### src/rtl/par_regs.svh
// Constants for the PCI arbitration pin role selector.
// Assumes inclusion by rtl files only; definitions only.
`ifndef PAR_REGS_SVH
`define PAR_REGS_SVH
// Cycles after reset release for which grant line 1 is undefined
`define PAR_GNT1_UNDEF_CYCLES 2'h1
// Index of each pin within the request and grant groups
`define PAR_IDX_REQ_IDSEL 2
`define PAR_IDX_REQ_OWN 0
`define PAR_IDX_GNT_INTA 2
`define PAR_IDX_GNT_EPROM 1
`define PAR_IDX_GNT_OWN 0
`endif

### src/rtl/par_pkg.sv
// Types for the PCI arbitration pin role selector.
// Assumes nothing beyond a SystemVerilog compiler.
package par_pkg;
    // Role latched at cold reset
    typedef enum logic [1:0] {
        PAR_ROLE_HOST = 2'b00,
        PAR_ROLE_SAT = 2'b01,
        PAR_ROLE_SAT_BOOT = 2'b10
    } par_role_e;
    // One two-signal two-way pin as seen by the core
    typedef struct packed {
        logic o;
        logic oe;
    } par_pad_s;
endpackage : par_pkg

### src/rtl/par_pad.sv
// One two-way pin: registered output value and output enable.
// Assumes the pad ring resolves the wire from o and oe.
`timescale 1ns/1ps
module par_pad
    import par_pkg::*;
(
    input wire logic clk,
    input wire logic rst_b,
    input wire logic next_o,
    input wire logic next_oe,
    output par_pad_s pad
);
    par_pad_s next_pad;

    // Pack the next values
    always_comb begin
        next_pad.o = next_o;
        next_pad.oe = next_oe;
    end

    // Reset released: pin floats until the role decides
    always_ff @(posedge clk or negedge rst_b) begin
        if (!rst_b) begin
            pad <= '{o: 1'b1, oe: 1'b0};
        end else begin
            pad <= next_pad;
        end
    end
endmodule : par_pad

### src/rtl/par_pin_roles.sv
// PCI request, grant and lock pin role selector, host or satellite.
// Assumes synchronous inputs on the PCI clock and pads resolved outside.
//
// Contract
// - In host mode request line 2 is an input forwarded to the on-chip arbiter.
// - In satellite mode request line 2 is the configuration select input from the host.
// - Request line 0 is an arbiter input in host mode and the own request output in satellite mode.
// - In host mode grant line 2 is driven as the low-active grant for request line 2.
// - In satellite mode grant line 2 is the open-drain interrupt A output, only pulled low.
// - In host mode grant line 1 never grants and acts only as programmable I/O bit 7.
// - In satellite boot mode grant line 1 floats for one clock after reset, then is the serial memory chip select output.
// - Grant line 1 floats for one clock after reset in boot mode only; it is high in host unless PIO bit 7 drives it, low in satellite, chip select in boot.
// - Grant line 0 is an arbiter grant output in host mode and the own grant input in satellite mode.
`timescale 1ns/1ps
`include "par_regs.svh"
module par_pin_roles
    import par_pkg::*;
(
    input wire logic clk,
    input wire logic rst_b,
    input wire logic strap_satellite,
    input wire logic strap_pci_boot,
    input wire logic [2:0] req_n_in,
    output par_pad_s req0_pad,
    input wire logic [2:0] gnt_n_in,
    output par_pad_s gnt2_pad,
    output par_pad_s gnt1_pad,
    output par_pad_s gnt0_pad,
    input wire logic lock_n,
    input wire logic arb_gnt2,
    input wire logic arb_gnt0,
    input wire logic pio7_out,
    input wire logic pio7_oe,
    input wire logic own_req,
    input wire logic inta,
    input wire logic eprom_cs,
    output logic [1:0] arb_req,
    output logic idsel,
    output logic own_gnt,
    output logic pio7_in,
    output logic lock,
    output par_role_e role
);
    logic strapped;
    logic next_strapped;
    par_role_e next_role;
    logic [1:0] settle_cnt;
    logic [1:0] next_settle_cnt;
    logic [1:0] next_arb_req;
    logic next_idsel;
    logic next_own_gnt;
    logic next_pio7_in;
    logic next_lock;
    logic [2:0] pad_o;
    logic [2:0] pad_oe;
    par_pad_s [2:0] pads;
    logic req0_o;

    // Strap capture on the first edge after release, then frozen
    always_comb begin
        next_strapped = 1'b1;
        next_role = role;
        if (!strapped) begin
            if (!strap_satellite) begin
                next_role = PAR_ROLE_HOST;
            end else if (strap_pci_boot) begin
                next_role = PAR_ROLE_SAT_BOOT;
            end else begin
                next_role = PAR_ROLE_SAT;
            end
        end
        next_settle_cnt = settle_cnt;
        if (settle_cnt != `PAR_GNT1_UNDEF_CYCLES) begin
            next_settle_cnt = settle_cnt + 2'h1;
        end
    end

    always_ff @(posedge clk or negedge rst_b) begin
        if (!rst_b) begin
            strapped <= 1'b0;
            role <= PAR_ROLE_HOST;
            settle_cnt <= 2'h0;
        end else begin
            strapped <= next_strapped;
            role <= next_role;
            settle_cnt <= next_settle_cnt;
        end
    end

    // Inbound pin roles; unused inputs read inactive so the arbiter sees no phantom
    always_comb begin
        next_arb_req = 2'b00;
        next_idsel = 1'b0;
        next_own_gnt = 1'b0;
        next_pio7_in = 1'b0;
        next_lock = !lock_n;
        // Decode from the role being latched, so edge 1 shows no phantom request
        case (next_role)
            PAR_ROLE_HOST: begin
                next_arb_req[1] = !req_n_in[`PAR_IDX_REQ_IDSEL];
                next_arb_req[0] = !req_n_in[`PAR_IDX_REQ_OWN];
                next_pio7_in = gnt_n_in[`PAR_IDX_GNT_EPROM];
            end
            PAR_ROLE_SAT, PAR_ROLE_SAT_BOOT: begin
                next_idsel = req_n_in[`PAR_IDX_REQ_IDSEL];
                next_own_gnt = !gnt_n_in[`PAR_IDX_GNT_OWN];
            end
            default: begin
                next_arb_req = 2'b00;
            end
        endcase
    end

    always_ff @(posedge clk or negedge rst_b) begin
        if (!rst_b) begin
            arb_req <= 2'b00;
            idsel <= 1'b0;
            own_gnt <= 1'b0;
            pio7_in <= 1'b0;
            lock <= 1'b0;
        end else begin
            arb_req <= next_arb_req;
            idsel <= next_idsel;
            own_gnt <= next_own_gnt;
            pio7_in <= next_pio7_in;
            lock <= next_lock;
        end
    end

    // Outbound pin roles, decided one cycle ahead of the pad flops
    always_comb begin
        pad_o = 3'h7;
        pad_oe = 3'h0;
        case (next_role)
            PAR_ROLE_HOST: begin
                pad_o[`PAR_IDX_GNT_INTA] = !arb_gnt2;
                pad_oe[`PAR_IDX_GNT_INTA] = 1'b1;
                pad_o[`PAR_IDX_GNT_EPROM] = pio7_oe ? pio7_out : 1'b1;
                pad_oe[`PAR_IDX_GNT_EPROM] = 1'b1; // High until PIO takes it
                pad_o[`PAR_IDX_GNT_OWN] = !arb_gnt0;
                pad_oe[`PAR_IDX_GNT_OWN] = 1'b1;
            end
            PAR_ROLE_SAT, PAR_ROLE_SAT_BOOT: begin
                pad_o[`PAR_IDX_GNT_INTA] = 1'b0; // Open drain: only ever low
                pad_oe[`PAR_IDX_GNT_INTA] = inta;
                if (next_role == PAR_ROLE_SAT_BOOT) begin
                    pad_o[`PAR_IDX_GNT_EPROM] = eprom_cs;
                    pad_oe[`PAR_IDX_GNT_EPROM] = 1'b0; // Floats while settling
                    if (settle_cnt == `PAR_GNT1_UNDEF_CYCLES) begin
                        pad_oe[`PAR_IDX_GNT_EPROM] = 1'b1;
                    end
                end else begin
                    pad_o[`PAR_IDX_GNT_EPROM] = 1'b0;
                    pad_oe[`PAR_IDX_GNT_EPROM] = 1'b1;
                end
            end
            default: begin
                pad_oe = 3'h0;
            end
        endcase
        // Request 0 has its own value; sharing slot 0 would mask the host grant 0
        if (next_role == PAR_ROLE_HOST) begin
            req0_o = 1'b1;
        end else begin
            req0_o = !own_req;
        end
    end

    // Pad flops for the three grant lines
    genvar gi;
    generate
        for (gi = 0; gi < 3; gi++) begin : g_gnt_pad
            par_pad u_pad (
                .clk(clk),
                .rst_b(rst_b),
                .next_o(pad_o[gi]),
                .next_oe(pad_oe[gi]),
                .pad(pads[gi])
            );
        end
    endgenerate

    // Own request output only in satellite roles
    par_pad u_req0_pad (
        .clk(clk),
        .rst_b(rst_b),
        .next_o(req0_o),
        .next_oe(next_role != PAR_ROLE_HOST),
        .pad(req0_pad)
    );

    assign gnt2_pad = pads[2];
    assign gnt1_pad = pads[1];
    assign gnt0_pad = pads[0];

    // Role never changes once strapped
    property p_role_frozen;
        @(posedge clk) disable iff (!rst_b)
        $past(strapped) |-> $stable(role);
    endproperty
    a_role_frozen: assert property (p_role_frozen) else $error("role changed after strap");

    // Grant 1 high in host mode after settling
    property p_gnt1_host;
        @(posedge clk) disable iff (!rst_b)
        (strapped && role == PAR_ROLE_HOST && !pio7_oe) |=> (gnt1_pad.oe && gnt1_pad.o);
    endproperty
    a_gnt1_host: assert property (p_gnt1_host) else $error("grant 1 not high in host");

    // Grant 1 low in satellite non-boot
    property p_gnt1_sat;
        @(posedge clk) disable iff (!rst_b)
        (role == PAR_ROLE_SAT) |-> (gnt1_pad.oe && !gnt1_pad.o);
    endproperty
    a_gnt1_sat: assert property (p_gnt1_sat) else $error("grant 1 not low in satellite");

    // Interrupt pin never driven high
    property p_inta_od;
        @(posedge clk) disable iff (!rst_b)
        (strapped && role != PAR_ROLE_HOST && gnt2_pad.oe) |-> !gnt2_pad.o;
    endproperty
    a_inta_od: assert property (p_inta_od) else $error("interrupt pin driven high");

    // Host grant 2 follows arbiter one cycle later
    property p_host_gnt2;
        @(posedge clk) disable iff (!rst_b)
        (strapped && role == PAR_ROLE_HOST && arb_gnt2) |=> (gnt2_pad.oe && !gnt2_pad.o);
    endproperty
    a_host_gnt2: assert property (p_host_gnt2) else $error("host grant 2 missing");

    // Host request 2 reaches arbiter
    property p_host_req2;
        @(posedge clk) disable iff (!rst_b)
        (strapped && role == PAR_ROLE_HOST && !req_n_in[2]) |=> arb_req[1];
    endproperty
    a_host_req2: assert property (p_host_req2) else $error("request 2 lost");

    // Satellite never feeds the arbiter, edge 1 included
    property p_sat_no_arb;
        @(posedge clk) disable iff (!rst_b)
        (strapped && role != PAR_ROLE_HOST) |-> (arb_req == 2'b00);
    endproperty
    a_sat_no_arb: assert property (p_sat_no_arb) else $error("arbiter request in satellite");

    // Satellite own request drives request 0 low
    property p_sat_req0;
        @(posedge clk) disable iff (!rst_b)
        (strapped && role != PAR_ROLE_HOST && own_req) |=> (req0_pad.oe && !req0_pad.o);
    endproperty
    a_sat_req0: assert property (p_sat_req0) else $error("own request not driven");

    // Satellite grant 0 is an input
    property p_sat_gnt0;
        @(posedge clk) disable iff (!rst_b)
        (strapped && role != PAR_ROLE_HOST) |=> (!gnt0_pad.oe && (own_gnt == !$past(gnt_n_in[0])));
    endproperty
    a_sat_gnt0: assert property (p_sat_gnt0) else $error("grant 0 role wrong");
endmodule : par_pin_roles

### config.mk
export PLATFORM = sky130hd
export DESIGN_NAME = par_pin_roles
export DESIGN_NICKNAME = d
export VERILOG_FILES = /design/src/rtl/par_pkg.sv /design/src/rtl/par_pad.sv /design/src/rtl/par_pin_roles.sv
export VERILOG_INCLUDE_DIRS = /design/src /design/src/rtl
export SDC_FILE = /design/constraint.sdc
export NUM_CORES = 1
export LEC_CHECK = 0
export ABC_CLOCK_PERIOD_IN_PS = 1700
export BUFFER_PORTS_ARGS = -buffer_cell sky130_fd_sc_hd__buf_4
export CORE_MARGIN = 4
export CORE_UTILIZATION = 43
export DETAILED_ROUTE_END_ITERATION = 7
export PLACE_DENSITY = 0.78
export SKIP_CTS_REPAIR_TIMING = 1
export SLEW_MARGIN = 10
export SYNTH_ARGS = -nofsm -noshare
export SYNTH_HDL_FRONTEND = slang
export SYNTH_SLANG_ARGS = --single-unit
### constraint.sdc
create_clock -name clk -period 1.7 [get_ports clk]
set_clock_uncertainty 0.05 [all_clocks]
set_input_delay 0 -clock clk [delete_from_list [all_inputs] [get_ports clk]]
set_output_delay 0 -clock clk [all_outputs]
set_load 0.01 [all_outputs]
==> flow_summary.json, run 1 <==
{
  "cts_buffers": 3,
  "p_sw_mw": 0.244,
  "synth.top_cell.area_share_pct": 51.6,
  "peakVddDrop_uv": 471,
  "p_seq_share_pct": 54.0,
  "worstHoldStart": "strap_satellite",
  "drive_gt1_share_pct": 39.2,
  "critPathMaxStageDelay_ps": 440,
  "globalRouteOverflowTotal": 0,
  "ys_warn_count": 0,
  "cp.buffers_inverters": 0,
  "hp-class": "primary input to flip-flop",
  "fin_nets": 127,
  "internal_power_mw": 0.710,
  "syn_to_final_growth_pct": 56.5,
  "rows": 14,
  "rr_startpoint": "strapped$_DFF_PN0_",
  "cp.arrival_ps": 1580,
  "grt_usage_pct": 13.7,
  "nFillCells": 118,
  "die_h_microns": 49.1,
  "outcome": "finished clean",
  "wl_mm": 1.74,
  "ys_seq_area_share_pct": 66.1,
  "fin_cells": 118,
  "crit_family": "flip-flops",
  "synth_seq_cells": 19,
  "dp.cells": 101,
  "worst-setup-path-type": "flip-flop to flip-flop",
  "power_switching_share_pct": 25.6,
  "viasPerCell": 4.69,
  "grt_pass1_wl_mm": 2.47,
  "dr.pass1.iters": 4,
  "synth_top_area_cell": "dfrtp_1",
  "drc": 0,
  "cts_tree": "yes",
  "cellPowerDensity_nw_per_um2": 839,
  "holdWs_ps": 49.5,
  "final_cell_mix": "buf_4 (31), dfrtp_1 (15), dlygate4sd3_1 (13)",
  "clock_path_buffers": 2,
  "synth_area_leaders": "dfrtp_1 (52%), dfstp_2 (14%), ha_1 (10%)",
  "hold_viol": 0,
  "cts.sink_count": 19,
  "fin_crit_sh_pct": 85.4,
  "synth_edf_count": 0,
  "antenna_found_initial": 0,
  "clk_latency_ps": 290,
  "drtAntennaViolNets": 0,
  "crit_path_end_kind": "flip-flop",
  "routedWlPerCell_microns": 14.7,
  "maxSlewViolCount": 0,
  "fmax_mhz": 689,
  "root_buffer": "clkbuf_4",
  "netlist_instances": 54,
  "netlist_area_sq_um": 727,
  "die_width_microns": 49.1,
  "cap_violations": 0,
  "grt_max_degree": 20,
  "clk_pin_slew_ps": 100,
  "port_buffers": 31,
  "core-area_sq_um": 1560,
  "finalSetupViolations": 0,
  "gp_congestion": 0.726,
  "rsz0062_at_grt": "no",
  "fin_area_sq_um": 1140,
  "cp.required_ps": 1830,
  "synth_ff_type": "dfrtp_1",
  "final_common_cell": "buf_4",
  "place_hpwl_mm": 1.09,
  "p_leak_nw": 0.565,
  "combinationalPowerShare_pct": 22.9,
  "p_clk_share_pct": 23.1,
  "ios": 34,
  "multi_input_area_sq_um": 235,
  "grt_pass1_vias": 534,
  "place_area_sq_um": 980,
  "htreeDepth": 1,
  "worstPathMaxFanout": 6,
  "cp_slowest_cell": "dfrtp_1",
  "design.die.area_sq_um": 2410,
  "async_flop_share_pct": 100,
  "drtIter0Drc": 6,
  "crit_path_start_kind": "flip-flop",
  "final-seq-area_sq_um": 480,
  "synthesis.nets": 78,
  "diodes": 0,
  "start_util_pct": 46.6,
  "crit_chain": "o21ai_0, ha_1, mux2i_1, a21oi_1",
  "via_count": 554,
  "synth.avg_cell_area_sq_um": 13.5,
  "tns_ps": 0,
  "synth.distinct_cells": 17,
  "startpoint": "strapped$_DFF_PN0_",
  "min_period_ps": 1450
}
kinds of logic after synthesis:
group / after synthesis / share of synthesized area (%)
mux: 2 / 2.75
xor+xnor: 1 / 1.21
compound gates: 8 / 6.88
flops: 19 / 66.1
other cells: 1 / 0.516
fa+ha+maj: 6 / 10.3
simple gates: 14 / 10.7
buf+inv: 3 / 1.55
cell usage after synthesis, drive strengths merged, types with 2 or more instances:
master / n
dfrtp: 15
ha: 6
nand2: 6
dfstp: 4
inv: 3
nor2b: 3
o21ai: 3
a21oi: 2
and2: 2
mux2i: 2
nand2b: 2
o21a: 2
stage by stage:
stage	total power [mW]	setup WS, ps	utilization [%]
6_report	0.954	249	73.0
5_1_grt	1.00	106	73.0
2_1_floorplan	0.600	383	-
3_3_place_gp	0.708	297	62.8
4_1_cts	0.936	247	64.6
3_5_place_dp	0.715	267	62.8
layout make-up:
class | count | share of cell area, %
multi-input cells | 32 | 20.7
clock inverters | 1 | 0.440
well taps | 16 | 1.76
flip-flops and latches | 19 | 42.2
repair buffers | 44 | 31.9
inverters | 3 | 0.990
clock buffers | 3 | 1.98
power by group through the flow:
| stage | Combinational, mW | Sequential (mW) | Clock [mW] |
|---|---|---|---|
| 6_report | 0.218 | 0.516 | 0.221 |
| 5_1_grt | 0.238 | 0.521 | 0.244 |
| 4_1_cts | 0.191 | 0.516 | 0.229 |
| 3_5_place_dp | 0.191 | 0.524 | 0 |
| 3_3_place_gp | 0.185 | 0.523 | 0 |
| 2_1_floorplan | 0.0541 | 0.546 | 0 |
layer usage:
| layer | part of all wire [%] | vias up | GRT usage, % |
|---|---|---|---|
| li1 | - | 267 | - |
| met1 | 39 | 263 | 15.7 |
| met2 | 55 | 22 | 21.0 |
| met3 | 5.0 | 2 | 4.59 |
| met4 | 1.1 | 0 | 9.95 |
| met5 | 0 | - | 0 |
sequential cells by signal, indices dropped and copies added, names as in the netlist:
name and count:
arb_req 2, g_gnt_pad.u_pad.pad 6, idsel 1, lock 1, own_gnt 1, pio7_in 1
role 2, settle_cnt 2, strapped 1, u_req0_pad.pad 2
worst reg2reg max path: cells and delay by family, from the launching register on:
| kind | cells | cell delay (ps) |
|---|---|---|
| AOI/OAI and AO/OA | 2 | 410 |
| adders and majority gates | 1 | 260 |
| DFF | 1 | 440 |
| muxes | 1 | 190 |
path summary, 6_finish.rpt:
check | endpoint | slack (ps) | cells past startpoint
hold reg to reg | settle_cnt[0]$_DFFE_PN0N_ | 440 | 1
setup / recovery | g_gnt_pad[1].u_pad.pad[0]$_DFF_PN0_ | 250 | 4
hold / removal | role[1]$_DFF_PN0_ | 50 | 3
min in group asynchronous | g_gnt_pad[0].u_pad.pad[0]$_DFF_PN0_ | 60 | 2
setup reg to reg | g_gnt_pad[1].u_pad.pad[0]$_DFF_PN0_ | 250 | 4
max in group asynchronous | u_req0_pad.pad[1]$_DFF_PN1_ | 1280 | 2
(Power assumes the default switching activity.)
==> run 2: changes to the inputs <==
--- a/config.mk
+++ b/config.mk
@@ -9,9 +9,9 @@
 export ABC_CLOCK_PERIOD_IN_PS = 1700
 export BUFFER_PORTS_ARGS = -buffer_cell sky130_fd_sc_hd__buf_4
 export CORE_MARGIN = 4
-export CORE_UTILIZATION = 43
+export CORE_UTILIZATION = 40
 export DETAILED_ROUTE_END_ITERATION = 7
-export PLACE_DENSITY = 0.78
+export PLACE_DENSITY = 0.73
 export SKIP_CTS_REPAIR_TIMING = 1
 export SLEW_MARGIN = 10
 export SYNTH_ARGS = -nofsm -noshare
==> flow_summary.json, run 2 (synthesized netlist as in run 1, its figures left out) <==
{
  "hp-class": "primary input to async pin",
  "grt_pass1_wl_mm": 2.45,
  "fin_nets": 127,
  "maxSlewViolCount": 0,
  "root_buffer": "clkbuf_4",
  "regToRegEndpoint": "g_gnt_pad[1].u_pad.pad[0]$_DFF_PN0_",
  "start_util_pct": 42.1,
  "clk_latency_ps": 290,
  "rsz0062_at_grt": "no",
  "diodes": 0,
  "drtIter0Drc": 6,
  "hold_viol": 0,
  "die_width_microns": 50.6,
  "crit_path_start_kind": "flip-flop",
  "syn_to_final_growth_pct": 58.0,
  "rr_startpoint": "strapped$_DFF_PN0_",
  "port_buffers": 31,
  "design.die.area_sq_um": 2560,
  "grt_max_degree": 20,
  "cts_buffers": 3,
  "drc": 0,
  "final_cell_mix": "buf_4 (31), dfrtp_1 (15), dlygate4sd3_1 (13)",
  "drive_gt1_share_pct": 39.2,
  "pre_cts_ws_ps": 260,
  "fin_ws_ps": 251,
  "cellPowerDensity_nw_per_um2": 831,
  "htreeDepth": 1,
  "grt_usage_pct": 13.3,
  "routedWlPerCell_microns": 12.7,
  "grt_pass1_vias": 542,
  "cts_tree": "yes",
  "dr.pass1.iters": 4,
  "cp.required_ps": 1840,
  "fmax_mhz": 690,
  "via_count": 546,
  "startpoint": "strapped$_DFF_PN0_",
  "crit_path_end_kind": "flip-flop",
  "finalSetupViolations": 0,
  "final_common_cell": "buf_4",
  "place_hpwl_mm": 1.13,
  "clock_path_buffers": 2,
  "place_area_sq_um": 991,
  "min_period_ps": 1450,
  "p_leak_nw": 0.565,
  "cap_violations": 0,
  "regMostFlops": "g_gnt_pad.u_pad.pad",
  "drtAntennaViolNets": 0,
  "p_total_mw": 0.954,
  "worst-setup-path-type": "flip-flop to flip-flop",
  "reg2reg_slack_ps": 250,
  "ios": 34,
  "largest_reg_flops": 6,
  "gp_congestion": 0.688,
  "core-area_sq_um": 1730,
  "r2r_cells": 4,
  "worstPathMaxFanout": 6,
  "viasPerCell": 4.30,
  "peakVddDrop_uv": 510,
  "antenna_found_initial": 0,
  "rows": 15,
  "tns_ps": 0,
  "die_h_microns": 50.6,
  "fin_crit_sh_pct": 85.2,
  "final_core_util_pct": 66.5,
  "cts.sink_count": 19,
  "outcome": "finished clean",
  "globalRouteOverflowTotal": 0,
  "cp.arrival_ps": 1590,
  "fin_area_sq_um": 1150,
  "clk_pin_slew_ps": 110,
  "wl_mm": 1.62
}
## run 2: cell counts in the layout (fill, tap and decap cells not counted)
Identical to the previous run, type by type.
## run 2: worst max-delay path by stage
stage,end
after global placement,g_gnt_pad[1].u_pad.pad[0]$_DFF_PN0_
after detailed placement,g_gnt_pad[1].u_pad.pad[0]$_DFF_PN0_
final,g_gnt_pad[1].u_pad.pad[0]$_DFF_PN0_
after global routing,g_gnt_pad[1].u_pad.pad[0]$_DFF_PN0_
after CTS,g_gnt_pad[1].u_pad.pad[0]$_DFF_PN0_
after floorplan,g_gnt_pad[1].u_pad.pad[1]$_DFF_PN1_
## run 2: power breakdown
group / total [mW] / switching (mW) / internal, mW
logic: 0.214 / 0.0928 / 0.121
registers: 0.517 / 0.0159 / 0.502
clock network: 0.223 / 0.135 / 0.0874
total: 0.954 / 0.244 / 0.710
## run 2: cell type report
class | instances | area (sq um)
repair buffers | 44 | 363
well taps | 25 | 31.3
multi-input cells | 32 | 235
clock inverters | 1 | 5.00
inverters | 3 | 11.3
clock buffers | 3 | 22.5
fillers | 145 | 578
flip-flops and latches | 19 | 480
## run 2: metal layers
| metal | global-route usage (%) | routed length (microns) | share of wire [%] | up-vias |
|---|---|---|---|---|
| met2 | 20.7 | 816 | 50 | 23 |
| met3 | 3.56 | 108 | 6.7 | 2 |
| met1 | 15.7 | 664 | 41 | 253 |
| met4 | 9.42 | 27 | 1.7 | 0 |
| met5 | 0 | 0 | 0 | - |
| li1 | - | - | - | 268 |
## run 2: stage by stage
stage / hold slack [ps] / instances
final: 47.8 / 127
after global routing: 43.3 / 127
after CTS: -497 / 114
after detailed placement: -167 / 110
after global placement: -170 / 110
after floorplan: -346 / 54
## run 2: worst max-delay path: stages (launching register included)
cell	delay [ps]
dfrtp_1	430
o21ai_0	340
ha_1	260
mux2i_1	180
a21oi_1	80
